==> config.mk <==
export PLATFORM = sky130hd
export DESIGN_NAME = iqp_core
export DESIGN_NICKNAME = d
export VERILOG_FILES = /design/src/iqp_pkg.sv /design/src/iqp_core.sv
export VERILOG_INCLUDE_DIRS = /design/src
export SDC_FILE = /design/constraint.sdc
export NUM_CORES = 1
export LEC_CHECK = 0
export ABC_AREA = 1
export BUFFER_PORTS_ARGS = -buffer_cell sky130_fd_sc_hd__buf_2
export CAP_MARGIN = 40
export CORE_MARGIN = 1
export CORE_UTILIZATION = 50
export CTS_BUF_LIST = sky130_fd_sc_hd__clkbuf_8
export DETAILED_ROUTE_END_ITERATION = 8
export PLACE_DENSITY = 0.78
export SLEW_MARGIN = 20
export SYNTH_ARGS = -nofsm -noshare
export SYNTH_HDL_FRONTEND = slang
export SYNTH_SLANG_ARGS = --single-unit
export TNS_END_PERCENT = 5
==> constraint.sdc <==
create_clock -name i_clock -period 23.9 [get_ports i_clock]
set_input_delay 0 -clock i_clock [delete_from_list [all_inputs] [get_ports i_clock]]
set_output_delay 0 -clock i_clock [all_outputs]
set_load 0.02 [all_outputs]
==> src/iqp_cfg.svh <==
/*
 * Constants of the interrupt status and priority block: register byte
 * offsets, field positions, reset values and status bit classes.
 * Assumes it is included by bare name and may be included more than once.
 */
`ifndef IQP_CFG_SVH
`define IQP_CFG_SVH

// ----------------------------------------------------------------------
// Register byte offsets
// ----------------------------------------------------------------------
`define IQP_OFF_STATUS2    16'he214
`define IQP_OFF_WAN_PRIO   16'he218
`define IQP_OFF_BE_PRIO    16'he21c
`define IQP_OFF_LAN_PRIO   16'he220
`define IQP_OFF_USB_PRIO   16'he224
`define IQP_OFF_ENABLE2    16'he280
`define IQP_OFF_EXT_MODE   16'he284
`define IQP_OFF_FIQ_SEL2   16'he288
`define IQP_OFF_ARB        16'he28c

// ----------------------------------------------------------------------
// Field widths, positions and reset values
// ----------------------------------------------------------------------
`define IQP_ST_W           26
`define IQP_LVL_W          4
`define IQP_NSRC           18
`define IQP_ID_W           5
`define IQP_WAN_W          28
`define IQP_USB_W          12
`define IQP_ST_RESET       26'h0000000
`define IQP_WAN_RESET      28'h0000000
`define IQP_USB_RESET      12'h000
`define IQP_LVL_RESET      4'h0
`define IQP_EXT_LSB        2
`define IQP_EXT_MASK       26'h000003c
// Bits latched on a rising source edge and cleared by writing one
`define IQP_EDGE_MASK      26'h0923fc0
`define IQP_BIT_U1_TXE     13
`define IQP_BIT_U1_RX      14
`define IQP_BIT_U1_LINE    15
`define IQP_BIT_U1_MODEM   16
`define IQP_BIT_UART2      17
`define IQP_BIT_PERIPH     8
`define IQP_BIT_TIMER      6

`endif

==> src/iqp_pkg.sv <==
/*
 * Types of the interrupt status and priority block.
 * Assumes iqp_cfg.svh is on the include path.
 */
`include "iqp_cfg.svh"

package iqp_pkg;

    // Source conditions from peripherals on the system clock
    typedef struct packed {
        logic [3:0] modem_delta;
        logic [3:0] u1_line_err;
        logic       u1_rx_avail;
        logic       u1_char_timeout;
        logic [3:0] thr_empty;
        logic [2:0] rx_trig;
        logic [2:0] line_err;
        logic [4:0] periph_evt;
        logic [1:0] timer_evt;
        logic       comms_tx_empty;
        logic       comms_rx_full;
    } iqp_src_t;

    // Arbitration result
    typedef struct packed {
        logic                  valid;
        logic [`IQP_LVL_W-1:0] level;
        logic [`IQP_ID_W-1:0]  id;
    } iqp_arb_t;

    // Whole state of the block
    typedef struct packed {
        logic [`IQP_ST_W-1:0]  sticky;
        logic [`IQP_ST_W-1:0]  enable;
        logic [`IQP_ST_W-1:0]  fiq_sel;
        logic [3:0]            ext_edge;
        logic [3:0]            ext_s1;
        logic [3:0]            ext_s2;
        logic [3:0]            ext_prev;
        logic [3:0]            thr_prev;
        logic [4:0]            periph_prev;
        logic [1:0]            timer_prev;
        logic [`IQP_WAN_W-1:0] wan_prio;
        logic [`IQP_LVL_W-1:0] be_prio;
        logic [`IQP_WAN_W-1:0] lan_prio;
        logic [`IQP_USB_W-1:0] usb_prio;
        logic                  pready;
        logic                  pslverr;
        logic [31:0]           prdata;
        logic                  irq;
        logic                  fast_interrupt_request;
        iqp_arb_t              arb;
    } iqp_state_t;

endpackage : iqp_pkg

==> src/iqp_core.sv <==
/*
 * Interrupt status register two, per-source priority registers and
 * request generation, as an APB slave with one wait-free access phase.
 * Assumes peripheral sources share i_clock; external pins are async.
 */
// Design decision made here: the APB interface to the registers.
`timescale 1ns/100ps
`include "iqp_cfg.svh"

module iqp_core #(
    parameter int ADDR_W = 16
) (
    input  wire logic                 i_clock,
    input  wire logic                 i_resetn,
    input  wire logic                 i_psel,
    input  wire logic                 i_penable,
    input  wire logic                 i_pwrite,
    input  wire logic [ADDR_W-1:0]    i_paddr,
    input  wire logic [31:0]          i_pwdata,
    output logic      [31:0]          o_prdata,
    output logic                      o_pready,
    output logic                      o_pslverr,
    input  wire iqp_pkg::iqp_src_t    i_src,
    input  wire logic [3:0]           i_ext_pin,
    input  wire logic [`IQP_NSRC-1:0] i_prio_req,
    input  wire logic                 i_fiq_req,
    output logic                      o_irq,
    output logic                      o_fiq,
    output logic                      o_irq_valid,
    output logic [`IQP_LVL_W-1:0]     o_irq_level,
    output logic [`IQP_ID_W-1:0]      o_irq_id
);

    // ------------------------------------------------------------------
    // Priority arbitration
    // ------------------------------------------------------------------
    // Strict compare keeps the lowest index on equal levels
    function automatic iqp_pkg::iqp_arb_t pick(
        input logic [`IQP_NSRC-1:0]            req,
        input logic [`IQP_NSRC*`IQP_LVL_W-1:0] lvl
    );
        iqp_pkg::iqp_arb_t r;
        r = '0;
        for (int i = 0; i < `IQP_NSRC; i++) begin
            if (req[i] && (!r.valid || lvl[i*4 +: 4] > r.level)) begin
                r.valid = 1'b1;
                r.level = lvl[i*4 +: 4];
                r.id    = 5'(i);
            end
        end
        return r;
    endfunction : pick

    // ------------------------------------------------------------------
    // State and derived signals
    // ------------------------------------------------------------------
    iqp_pkg::iqp_state_t          st_q;
    iqp_pkg::iqp_state_t          st_d;
    logic [`IQP_ST_W-1:0]         level_vec;
    logic [`IQP_ST_W-1:0]         edge_mask;
    logic [`IQP_ST_W-1:0]         set_ev;
    logic [`IQP_ST_W-1:0]         w1c;
    logic [`IQP_ST_W-1:0]         status_rd;
    logic [`IQP_ST_W-1:0]         pend;
    logic [`IQP_NSRC*4-1:0]       lvl_all;
    logic                         setup;
    logic                         access;
    logic                         wr;

    // Bus phases; pready only rises for the cycle after a setup
    assign setup  = i_psel & ~i_penable;
    assign access = i_psel & i_penable & st_q.pready;
    assign wr     = access & i_pwrite;

    // Level-driven bits follow their sources directly; external pin bits follow the synchroniser output
    always_comb begin
        level_vec = '0;
        level_vec[`IQP_BIT_U1_MODEM] = |i_src.modem_delta;
        level_vec[`IQP_BIT_U1_LINE]  = |i_src.u1_line_err;
        level_vec[`IQP_BIT_U1_RX]    = i_src.u1_rx_avail
                                     | i_src.u1_char_timeout;
        for (int u = 0; u < 3; u++) begin
            level_vec[`IQP_BIT_UART2 + 3*u + 1] = i_src.rx_trig[u];
            level_vec[`IQP_BIT_UART2 + 3*u + 2] = i_src.line_err[u];
        end
        level_vec[5:2] = st_q.ext_s2;
        level_vec[1]   = i_src.comms_tx_empty;
        level_vec[0]   = i_src.comms_rx_full;
    end

    // Rising-edge events that set sticky bits
    always_comb begin
        set_ev = '0;
        set_ev[`IQP_BIT_U1_TXE] = i_src.thr_empty[0] & ~st_q.thr_prev[0];
        for (int u = 0; u < 3; u++) begin
            set_ev[`IQP_BIT_UART2 + 3*u] =
                i_src.thr_empty[u+1] & ~st_q.thr_prev[u+1];
        end
        set_ev[12:8] = i_src.periph_evt & ~st_q.periph_prev;
        set_ev[7:6]  = i_src.timer_evt & ~st_q.timer_prev;
        set_ev[5:2]  = st_q.ext_s2 & ~st_q.ext_prev & st_q.ext_edge;
    end

    // Edge-mode external bits join the fixed edge class
    assign edge_mask = `IQP_EDGE_MASK
                     | ({22'h000000, st_q.ext_edge} << `IQP_EXT_LSB);
    assign status_rd = (st_q.sticky & edge_mask) | (level_vec & ~edge_mask);
    assign w1c       = (wr && i_paddr == `IQP_OFF_STATUS2) ?
                       i_pwdata[`IQP_ST_W-1:0] : '0;
    assign pend      = status_rd & st_q.enable;
    assign lvl_all   = {st_q.usb_prio, st_q.lan_prio, st_q.be_prio, st_q.wan_prio};

    // ------------------------------------------------------------------
    // Next state
    // ------------------------------------------------------------------
    always_comb begin
        st_d = st_q;
        // Pin synchroniser; the first stage feeds only the second
        st_d.ext_s1      = i_ext_pin;
        st_d.ext_s2      = st_q.ext_s1;
        st_d.ext_prev    = st_q.ext_s2;
        st_d.thr_prev    = i_src.thr_empty;
        st_d.periph_prev = i_src.periph_evt;
        st_d.timer_prev  = i_src.timer_evt;
        // Set wins over a same-cycle write-one clear; reads never clear
        st_d.sticky = ((st_q.sticky & ~(w1c & edge_mask)) | set_ev)
                    & edge_mask;
        if (wr) begin
            case (i_paddr)
                `IQP_OFF_WAN_PRIO: st_d.wan_prio = i_pwdata[27:0];
                `IQP_OFF_BE_PRIO:  st_d.be_prio  = i_pwdata[3:0];
                `IQP_OFF_LAN_PRIO: st_d.lan_prio = i_pwdata[27:0];
                `IQP_OFF_USB_PRIO: st_d.usb_prio = i_pwdata[11:0];
                `IQP_OFF_ENABLE2:  st_d.enable   = i_pwdata[`IQP_ST_W-1:0];
                `IQP_OFF_EXT_MODE: st_d.ext_edge = i_pwdata[3:0];
                `IQP_OFF_FIQ_SEL2: st_d.fiq_sel  = i_pwdata[`IQP_ST_W-1:0];
                default: ;
            endcase
        end
        // Answer one cycle after setup; data sampled at setup
        st_d.pready  = setup;
        st_d.pslverr = 1'b0;
        st_d.prdata  = '0;
        if (setup) begin
            case (i_paddr)
                `IQP_OFF_STATUS2:  st_d.prdata = {6'h00, status_rd};
                `IQP_OFF_WAN_PRIO: st_d.prdata = {4'h0, st_q.wan_prio};
                `IQP_OFF_BE_PRIO:  st_d.prdata = {28'h0000000, st_q.be_prio};
                `IQP_OFF_LAN_PRIO: st_d.prdata = {4'h0, st_q.lan_prio};
                `IQP_OFF_USB_PRIO: st_d.prdata = {20'h00000, st_q.usb_prio};
                `IQP_OFF_ENABLE2:  st_d.prdata = {6'h00, st_q.enable};
                `IQP_OFF_EXT_MODE: st_d.prdata = {28'h0000000, st_q.ext_edge};
                `IQP_OFF_FIQ_SEL2: st_d.prdata = {6'h00, st_q.fiq_sel};
                `IQP_OFF_ARB:      st_d.prdata = {22'h000000, st_q.arb};
                default:           st_d.pslverr = 1'b1;
            endcase
        end
        // Fast request masks the normal one outright
        st_d.fast_interrupt_request = (|(pend & st_q.fiq_sel)) | i_fiq_req;
        st_d.irq = ~st_d.fast_interrupt_request & ((|(pend & ~st_q.fiq_sel)) | (|i_prio_req));
        st_d.arb = pick(i_prio_req, lvl_all);
    end

    // Register the whole state
    always_ff @(posedge i_clock or negedge i_resetn) begin
        if (!i_resetn) begin
            st_q          <= '0;
            st_q.wan_prio <= `IQP_WAN_RESET;
            st_q.lan_prio <= `IQP_WAN_RESET;
            st_q.be_prio  <= `IQP_LVL_RESET;
            st_q.usb_prio <= `IQP_USB_RESET;
            st_q.sticky   <= `IQP_ST_RESET;
        end else begin
            st_q <= st_d;
        end
    end

    // ------------------------------------------------------------------
    // Outputs
    // ------------------------------------------------------------------
    assign o_prdata    = st_q.prdata;
    assign o_pready    = st_q.pready;
    assign o_pslverr   = st_q.pslverr;
    assign o_irq       = st_q.irq;
    assign o_fiq       = st_q.fast_interrupt_request;
    assign o_irq_valid = st_q.arb.valid;
    assign o_irq_level = st_q.arb.level;
    assign o_irq_id    = st_q.arb.id;
endmodule : iqp_core

### Word-level counts from Yosys, hierarchy flattened

Index checks and enable logic that the tools add are counted.

* flip-flop bits (word level): 223
* input bits: 105
* output and inout port bits: 46
* word-level logic and storage cells: 173

* $lt $le $gt $ge: 17
* eq/ne operators: 9
* mux-type cells: 22
* bitwise gates (word level): 38
* reduce and logical (&&, ||, !) cells: 65

Operators with widths (count)
* $pmux 28 s9: 1
* $mux 10: 18
* $eq 16x16->1 const B: 9
* $and 26x26->26: 5
* $and 26x24->26: 3
* $gt 4x4->1: 17
* $not 26->26: 2
* $reduce_or 26->1: 2
* $mux 33: 1
* $mux 26: 1
* $not 24->26: 1
* $or 26x24->26: 1
* $or 26x26->26: 1
* $logic_and 1x1->1: 18
* $reduce_or 18->1: 1
* $logic_not 1->1: 17
* $logic_or 1x1->1: 17
* $reduce_and 2->1: 7
* $and 1x1->1: 9
* $reduce_or 9->1: 1
* $and 4x4->4: 2
* $reduce_or 4->1: 2
* $not 1->1: 6
* $and 5x5->5: 1
* 6 further kinds: 8

### Longest topological paths before layout

Gate-level depths: netlist of run 1.

* depth after elaboration: 69
* depth in mapped cells: 181
* depth with buffers taken out: 176

### Least setup slack after synthesis of run 1

Ideal clock, no wire load.

* kind: reg-to-reg
* start: register st_q, in the netlist lvl_all[3]
* end: register st_q, in the netlist o_irq_id[2]
* library setup time: 0.123 ns
* data arrival time: 17.164 ns
* data required time: 23.777 ns
* path slack: 6.613 ns
* cell stages (with the launch flop): 175
* buffers on the path: 5
* clock period less this slack: 17.287 ns
* cells stage by stage: dfrtp_1 nand2_1 ha_1 nand2_1 inv_2 nand2_1 nand2_1 nand2_1 nand2_1 nand2_2 o21ai_0 ha_1 inv_1 nor2_1 o21ai_1 nand2_1 nand2_1 nand2_1 [... 139 more ...] nand2_1 o21ai_0 o21ai_0 nand2_1 inv_1 nand2_1 nand2_1 ha_1 nand2_1 o21bai_1 nand2_1 o21ai_0 nand2_1 nand2_1 nand2_1 inv_1 o31ai_1 inv_1

RTL lines
* from (decl): RTL line iqp_core.sv:57 `iqp_pkg::iqp_state_t st_q;`
* from (signal assigned): RTL line iqp_core.sv:174 `st_q <= st_d;`

==> results of run 1 <==
==> cell families after synthesis <==
family	Yosys count	synth area share [%]
buffers and inverters	287	10.5
AO/OA/AOI/OAI	341	16.5
other	1	0.0313
flip-flops	208	43.4
adder cells (fa/ha/maj)	59	6.15
AND/OR/NAND/NOR	631	23.4
==> registers in the layout (all words and copies together) (netlist names) <==
| register | cells |
|---|---|
| o_irq_valid | 1 |
| o_irq_id | 5 |
| o_prdata | 28 |
| o_pslverr | 1 |
| o_irq | 1 |
| o_pready | 1 |
| level_vec | 4 |
| lvl_all | 72 |
| st_q | 82 |
| o_irq_level | 4 |
| st_d | 4 |
| edge_mask | 4 |
| o_fiq | 1 |
==> cells in the mapped netlist, drive strengths merged, types with 2 or more instances <==
master / count / area, um^2
nand2: 420 / 1710
o21ai: 213 / 1070
dfrtp: 208 / 5200
inv: 201 / 754
nand3: 90 / 495
ha: 59 / 738
nor2: 57 / 214
buf: 47 / 362
clkbuf: 36 / 135
nand4: 25 / 156
o22ai: 22 / 138
a22oi: 21 / 158
a21oi: 18 / 90.1
a31oi: 14 / 87.6
nor3: 13 / 65.1
o21bai: 13 / 97.6
nor4: 9 / 56.3
a221oi: 8 / 70.1
o221ai: 8 / 70.1
and2: 7 / 43.8
a2111oi: 6 / 52.6
a22o: 4 / 35.0
o31ai: 4 / 30.0
a41oi: 3 / 26.3
clkinv: 3 / 11.3
or2: 3 / 18.8
or4: 3 / 22.5
nor4b: 2 / 17.5
o2111ai: 2 / 17.5
o211ai: 2 / 15.0
or3: 2 / 12.5
==> worst max-delay path by stage <==
stage                  end  cells past startpoint
2_1_floorplan  o_irq_id[2]                    174
3_3_place_gp   o_irq_id[3]                    164
3_5_place_dp   o_irq_id[3]                    168
4_1_cts        o_irq_id[1]                    168
5_1_grt        o_irq_id[1]                    165
6_report       o_irq_id[1]                    166
==> cells in the final DEF (no fill, tap or decap), types with 6 or more instances in the layout <==
cell and count:
nand3_1 81, buf_4 17, a221oi_1 8, nor2_1 57, buf_2 141, nand3_2 9
o21ai_0 204, o21ai_1 9, clkbuf_8 47, nand4_1 25, a22oi_1 21, and2_1 7
a21oi_1 18, a2111oi_0 6, inv_1 211, ha_1 59, nand2_2 34, a31oi_1 14
o21bai_1 13, nor3_1 13, nor4_1 9, nand2_4 6, nand2_1 380, dlygate4sd3_1 65
o221ai_1 8, o22ai_1 22, dfrtp_1 208
==> routing by layer <==
metal	wire length [um]	part of all wire, %
met3	2860	8.0
met5	0	0
met2	16500	46
met4	1060	3.0
met1	15300	43
==> tightest hold or removal path, cell delays in order <==
cell	delay (ns)
buf_2	0.07
inv_1	0.07
nor3_1	0.14
nor4_1	0.09
nand4_1	0.12
==> final cells by class <==
class | instances | area, um^2
sequential | 208 | 5200
clock inverter | 20 | 116
clock buffer | 46 | 633
fill | 2079 | 9240
multi-input combinational | 1035 | 5540
inverter | 204 | 766
tap | 319 | 399
timing repair buffer | 227 | 1570
==> where the power goes <==
group	switching [mW]	leakage (nW)	internal [mW]	total, mW
Sequential	0.00711	2.77	0.377	0.384
Combinational	0.843	3.87	0.497	1.34
Clock	0.151	0.432	0.185	0.335
==> timing repair <==
| item | CTS | global route |
|---|---|---|
| hold buffers | 66 | 0 |
| endpoints found under the setup margin | 0 | 0 |
| hold endpoints to repair | 276 | 0 |
==> metrics.yaml, run 1 <==
clock_network:
  cts_sinks: 208
  worstSkewPairLatency_ns: 0.54
  cts.repair.resized: 0
  cts_tree: "done"
  root_buffer: "clkbuf_8"
  clkSlewWorstSetupHoldPaths_ns: 0.06
  post_cts_buffers: 0
  cts_buffers: 38
  htreeDepth: 2
  clockBufferDepth: 3
finish:
  fin_cells: 2059
  synthToLayoutAreaGrowth_pct: 18.6
  design_area_um2: 14200
  final_core_util_pct: 60.6
  diodes: 0
  layout.nets: 1878
  drive_gt1_share_pct: 15.5
min_path:
  hp-class: "in -> reg"
  whs_endpoint: "o_fiq"
  hold_depth: 5
  hold_start: "i_src[1]"
placement:
  hpwl_um: 25700
  place_inst: 1925
  place_area_um2: 12800
  portBuffers: 142
  dp_slack_ns: 3.76
  place_congestion: 0.935
global_routing:
  grtUsageMet2_pct: 47.7
  grt_pass1_wl_um: 55900
  grt-ovfl-total: 0
  grt_pass1_vias: 10700
  grt_use_met3_pct: 5.84
  track_usage_pct: 29.7
  grt_use_met1_pct: 39.8
  antenna_found_initial: 0
  grt_max_degree: 59
  top_usage_layer: "met2"
critical_path:
  path_class: "reg -> reg"
  max_stage_delay_ns: 0.55
  r2r-start: "lvl_all[3]"
  ff2ff_setup_slack_ns: 3.17
  critPathRequiredTime_ns: 24.38
  slowest_stage: "dlygate4sd3_1"
  cpMostUsedCell: "nand2_1"
  cp-end-kind: "register"
  r2r_cells: 166
  path_delay_family: "simple AND/OR/NAND/NOR gates"
  worstReg2RegEnd: "o_irq_id[1]"
  critPathMaxFanout: 11
  crit_buf_inv: 19
  crit_start: "lvl_all[3]"
  critPathArrivalTime_ns: 21.21
  critPathLaunchType: "register"
logic_synthesis:
  synth_ff_type: "dfrtp_1"
  synth_edf_count: 0
  syn_area_um2: 12000
  yosysSeqAreaShare_pct: 43.4
  syn_area_per_cell_um2: 7.86
  synthArstFlopShare_pct: 100
  synth_cell_types: 43
  ys_seq_elements: 208
  syn_inst: 1527
  yosysWarningCount: 0
floorplan:
  rows: 56
  dieArea_um2: 24600
  core-area_um2: 23500
  die_h_um: 157
  ioPinCount: 151
  initial_utilization_pct: 51.1
  fp.dieW_um: 157
routing:
  dr.pass1.iters: 7
  first_iter_violations: 976
  wl_um: 35700
  via_per_inst: 5.55
  wl_per_cell_um: 17.3
  ant_nets: 0
  drcViolationCount: 0
  num_vias: 11400
flow_run:
  cap_violations: 0
pwr:
  totalPowerFinal_mw: 2.06
  power.leakage_nw: 7.07
  vdd_drop_max_uv: 181
  p_per_area_nw_per_um2: 145
timing:
  fin_ws_ns: 3.17
  finalCriticalPeriod_ns: 20.73
  hold_slack_ns: 0.0123
  slew_violations: 0
  rsz0062_at_grt: "no"
  slew_headroom_pct: 41.6
  worst_pin_slew_ns: 0.854
  skew_ns: 0.0267
  post-route-period-util_pct: 86.7
  tns_ns: 0
  setup_violations: 0
  finalHoldViolations: 0
  max_freq_mhz: 48.2
outcome:
  status: "complete, no violations"
No activity file was read; power rests on OpenSTA's default activity.
==> run 2, diff against run 1 <==
GPL_TIMING_DRIVEN = 0   (was default)
==> metrics.yaml, run 2 (synthesis gave the netlist of run 1 again) <==
critical_path:
  critPathMaxFanout: 10  # was 11
  path_class: "reg -> reg"  # unchanged
  cp-end-kind: "register"  # unchanged
  slowest_stage: "dlygate4sd3_1"  # unchanged
  cpMostUsedCell: "nand2_1"  # unchanged
  max_stage_delay_ns: 0.56  # was 0.55 ns
  worstReg2RegEnd: "o_irq_id[1]"  # unchanged
  crit_end: "o_irq_id[1]"  # unchanged
  critPathRequiredTime_ns: 24.37  # was 24.38 ns
  r2r-start: "lvl_all[3]"  # unchanged
  r2r_cells: 172  # was 166
  crit_start: "lvl_all[3]"  # unchanged
  critPathLaunchType: "register"  # unchanged
  critPathArrivalTime_ns: 21.32  # was 21.21 ns
  ff2ff_setup_slack_ns: 3.06  # was 3.17 ns
finish:
  layout.nets: 1940  # was 1878
  multi_input_area_um2: 5540  # about the same
  final_core_util_pct: 62.0  # was 60.6%
  diodes: 0  # unchanged
  n_fill_cell: 2070  # was 2079
  final_cell_mix: "nand2_1, dfrtp_1, inv_1, o21ai_0, buf_2"  # was nand2_1, inv_1, dfrtp_1, o21ai_0, buf_2
  largest_reg_flops: 82  # unchanged
  synthToLayoutAreaGrowth_pct: 21.3  # was 18.6%
  layout.cells.most_common: "nand2_1"  # unchanged
  regArea_um2: 5200  # unchanged
  top_register: "st_q"  # unchanged
  drive_gt1_share_pct: 16.9  # was 15.5%
floorplan:
  core-area_um2: 23500  # unchanged
  die_h_um: 157  # unchanged
  fp.dieW_um: 157  # unchanged
  dieArea_um2: 24600  # unchanged
  initial_utilization_pct: 51.1  # unchanged
  ioPinCount: 151  # unchanged
  rows: 56  # unchanged
placement:
  portBuffers: 142  # unchanged
  place_congestion: 1.00  # was 0.935
  hpwl_um: 28900  # was 25700 um
clock_network:
  worstSkewPairLatency_ns: 0.53  # was 0.54 ns
  clkSlewWorstSetupHoldPaths_ns: 0.06  # about the same
  cts_tree: "done"  # unchanged
  clockBufferDepth: 3  # unchanged
  root_buffer: "clkbuf_8"  # unchanged
  cts.repair.resized: 0  # unchanged
  cts_sinks: 208  # unchanged
  cts_buffers: 37  # was 38
  htreeDepth: 2  # unchanged
timing:
  post-route-period-util_pct: 87.2  # was 86.7%
  finalHoldViolations: 0  # unchanged
  slew_headroom_pct: 41.2  # was 41.6%
  worst_pin_slew_ns: 0.859  # was 0.854 ns
  setup_violations: 0  # unchanged
  skew_ns: 0.0165  # was 0.0267 ns
  hold_slack_ns: 0.0244  # was 0.0123 ns
  tns_ns: 0  # unchanged
  rsz0062_at_grt: "no"  # unchanged
  max_freq_mhz: 48.0  # was 48.2 MHz
  finalCriticalPeriod_ns: 20.84  # was 20.73 ns
  slew_violations: 0  # unchanged
routing:
  met2RoutedLength_um: 17200  # was 16500 um
  via_per_inst: 5.62  # was 5.55
  wl_met1_um: 15800  # was 15300 um
  wl_um: 39000  # was 35700 um
  ant_nets: 0  # unchanged
  drcViolationCount: 0  # unchanged
  num_vias: 11900  # was 11400
  dr.pass1.iters: 6  # was 7
  wl_met3_um: 4080  # was 2860 um
  first_iter_violations: 1427  # was 976
  highest_layer: "met4"  # unchanged
  wl_per_cell_um: 18.4  # was 17.3 um
pwr:
  power.leakage_nw: 7.26  # was 7.07 nW
  vdd_drop_max_uv: 221  # was 181 uV
  totalPowerFinal_mw: 2.09  # was 2.06 mW
  p_per_area_nw_per_um2: 144  # was 145 nW/um^2
min_path:
  hold_start: "i_src[20]"  # was i_src[1]
  hp-class: "in -> reg"  # unchanged
global_routing:
  track_usage_pct: 32.4  # was 29.7%
  grt_pass1_vias: 11200  # was 10700
  grt_pass1_wl_um: 59900  # was 55900 um
  antenna_found_initial: 0  # unchanged
  grt_max_degree: 75  # was 59
  grt-ovfl-total: 0  # unchanged
outcome:
  status: "complete, no violations"  # unchanged
flow_run:
  cap_violations: 0  # unchanged
==> run 2: critical path: cells and delay by family, from the launching register on <==
family	cells	cell delay, ns
and+or+nand+nor	94	7.62
DFF	1	0.42
AOI/OAI and AO/OA	37	5.07
adders and majority gates	17	5.12
buffers and inverters	24	2.52
==> run 2: layout make-up <==
cell class / instances / share of cell area, %
plain buffers: 83 / 3.41
multi-input cells: 1035 / 38.1
repair buffers: 207 / 9.63
inverters: 204 / 5.26
clock buffers: 49 / 4.63
clock inverters: 16 / 0.490
well taps: 319 / 2.74
flip-flops and latches: 208 / 35.8
==> run 2: how the worst min path moves through the flow <==
stage	endpoint	slack (ns)	cells past startpoint
6_report	o_prdata[14]	0.02	5
5_1_grt	o_pready	0.05	2
4_1_cts	o_prdata[14]	0.01	5
3_5_place_dp	o_irq_level[0]	0.004	1
3_3_place_gp	st_d[133]	0.11	1
2_1_floorplan	edge_mask[2]	-0.30	0
==> run 2: layer usage <==
layer | vias up | track usage (%)
met5 | - | 0
met4 | 0 | 15.1
met3 | 127 | 6.91
met2 | 651 | 50.2
met1 | 5584 | 43.5
li1 | 5566 | -
==> run 2: power by group <==
| group | internal (mW) | total, mW | switching [mW] |
|---|---|---|---|
| Sequential | 0.377 | 0.384 | 0.00694 |
| Clock | 0.183 | 0.334 | 0.151 |
| Combinational | 0.531 | 1.38 | 0.846 |
==> run 2: metrics by stage <==
stage                     instances  area, um^2  setup slack [ns]
after floorplan                1530       12000              6.61
after global placement         1991       13100              4.09
after detailed placement       1995       13200              3.67
after CTS                      2121       14600              3.25
after global routing           2121       14600             0.939
final                          2121       14600              3.06
==> run 2: timing repair <==
action / 4_1_cts / 5_1_grt
hold endpoints to repair: 386 / 0
hold buffers: 61 / 0
setup buffers: 0 / 0
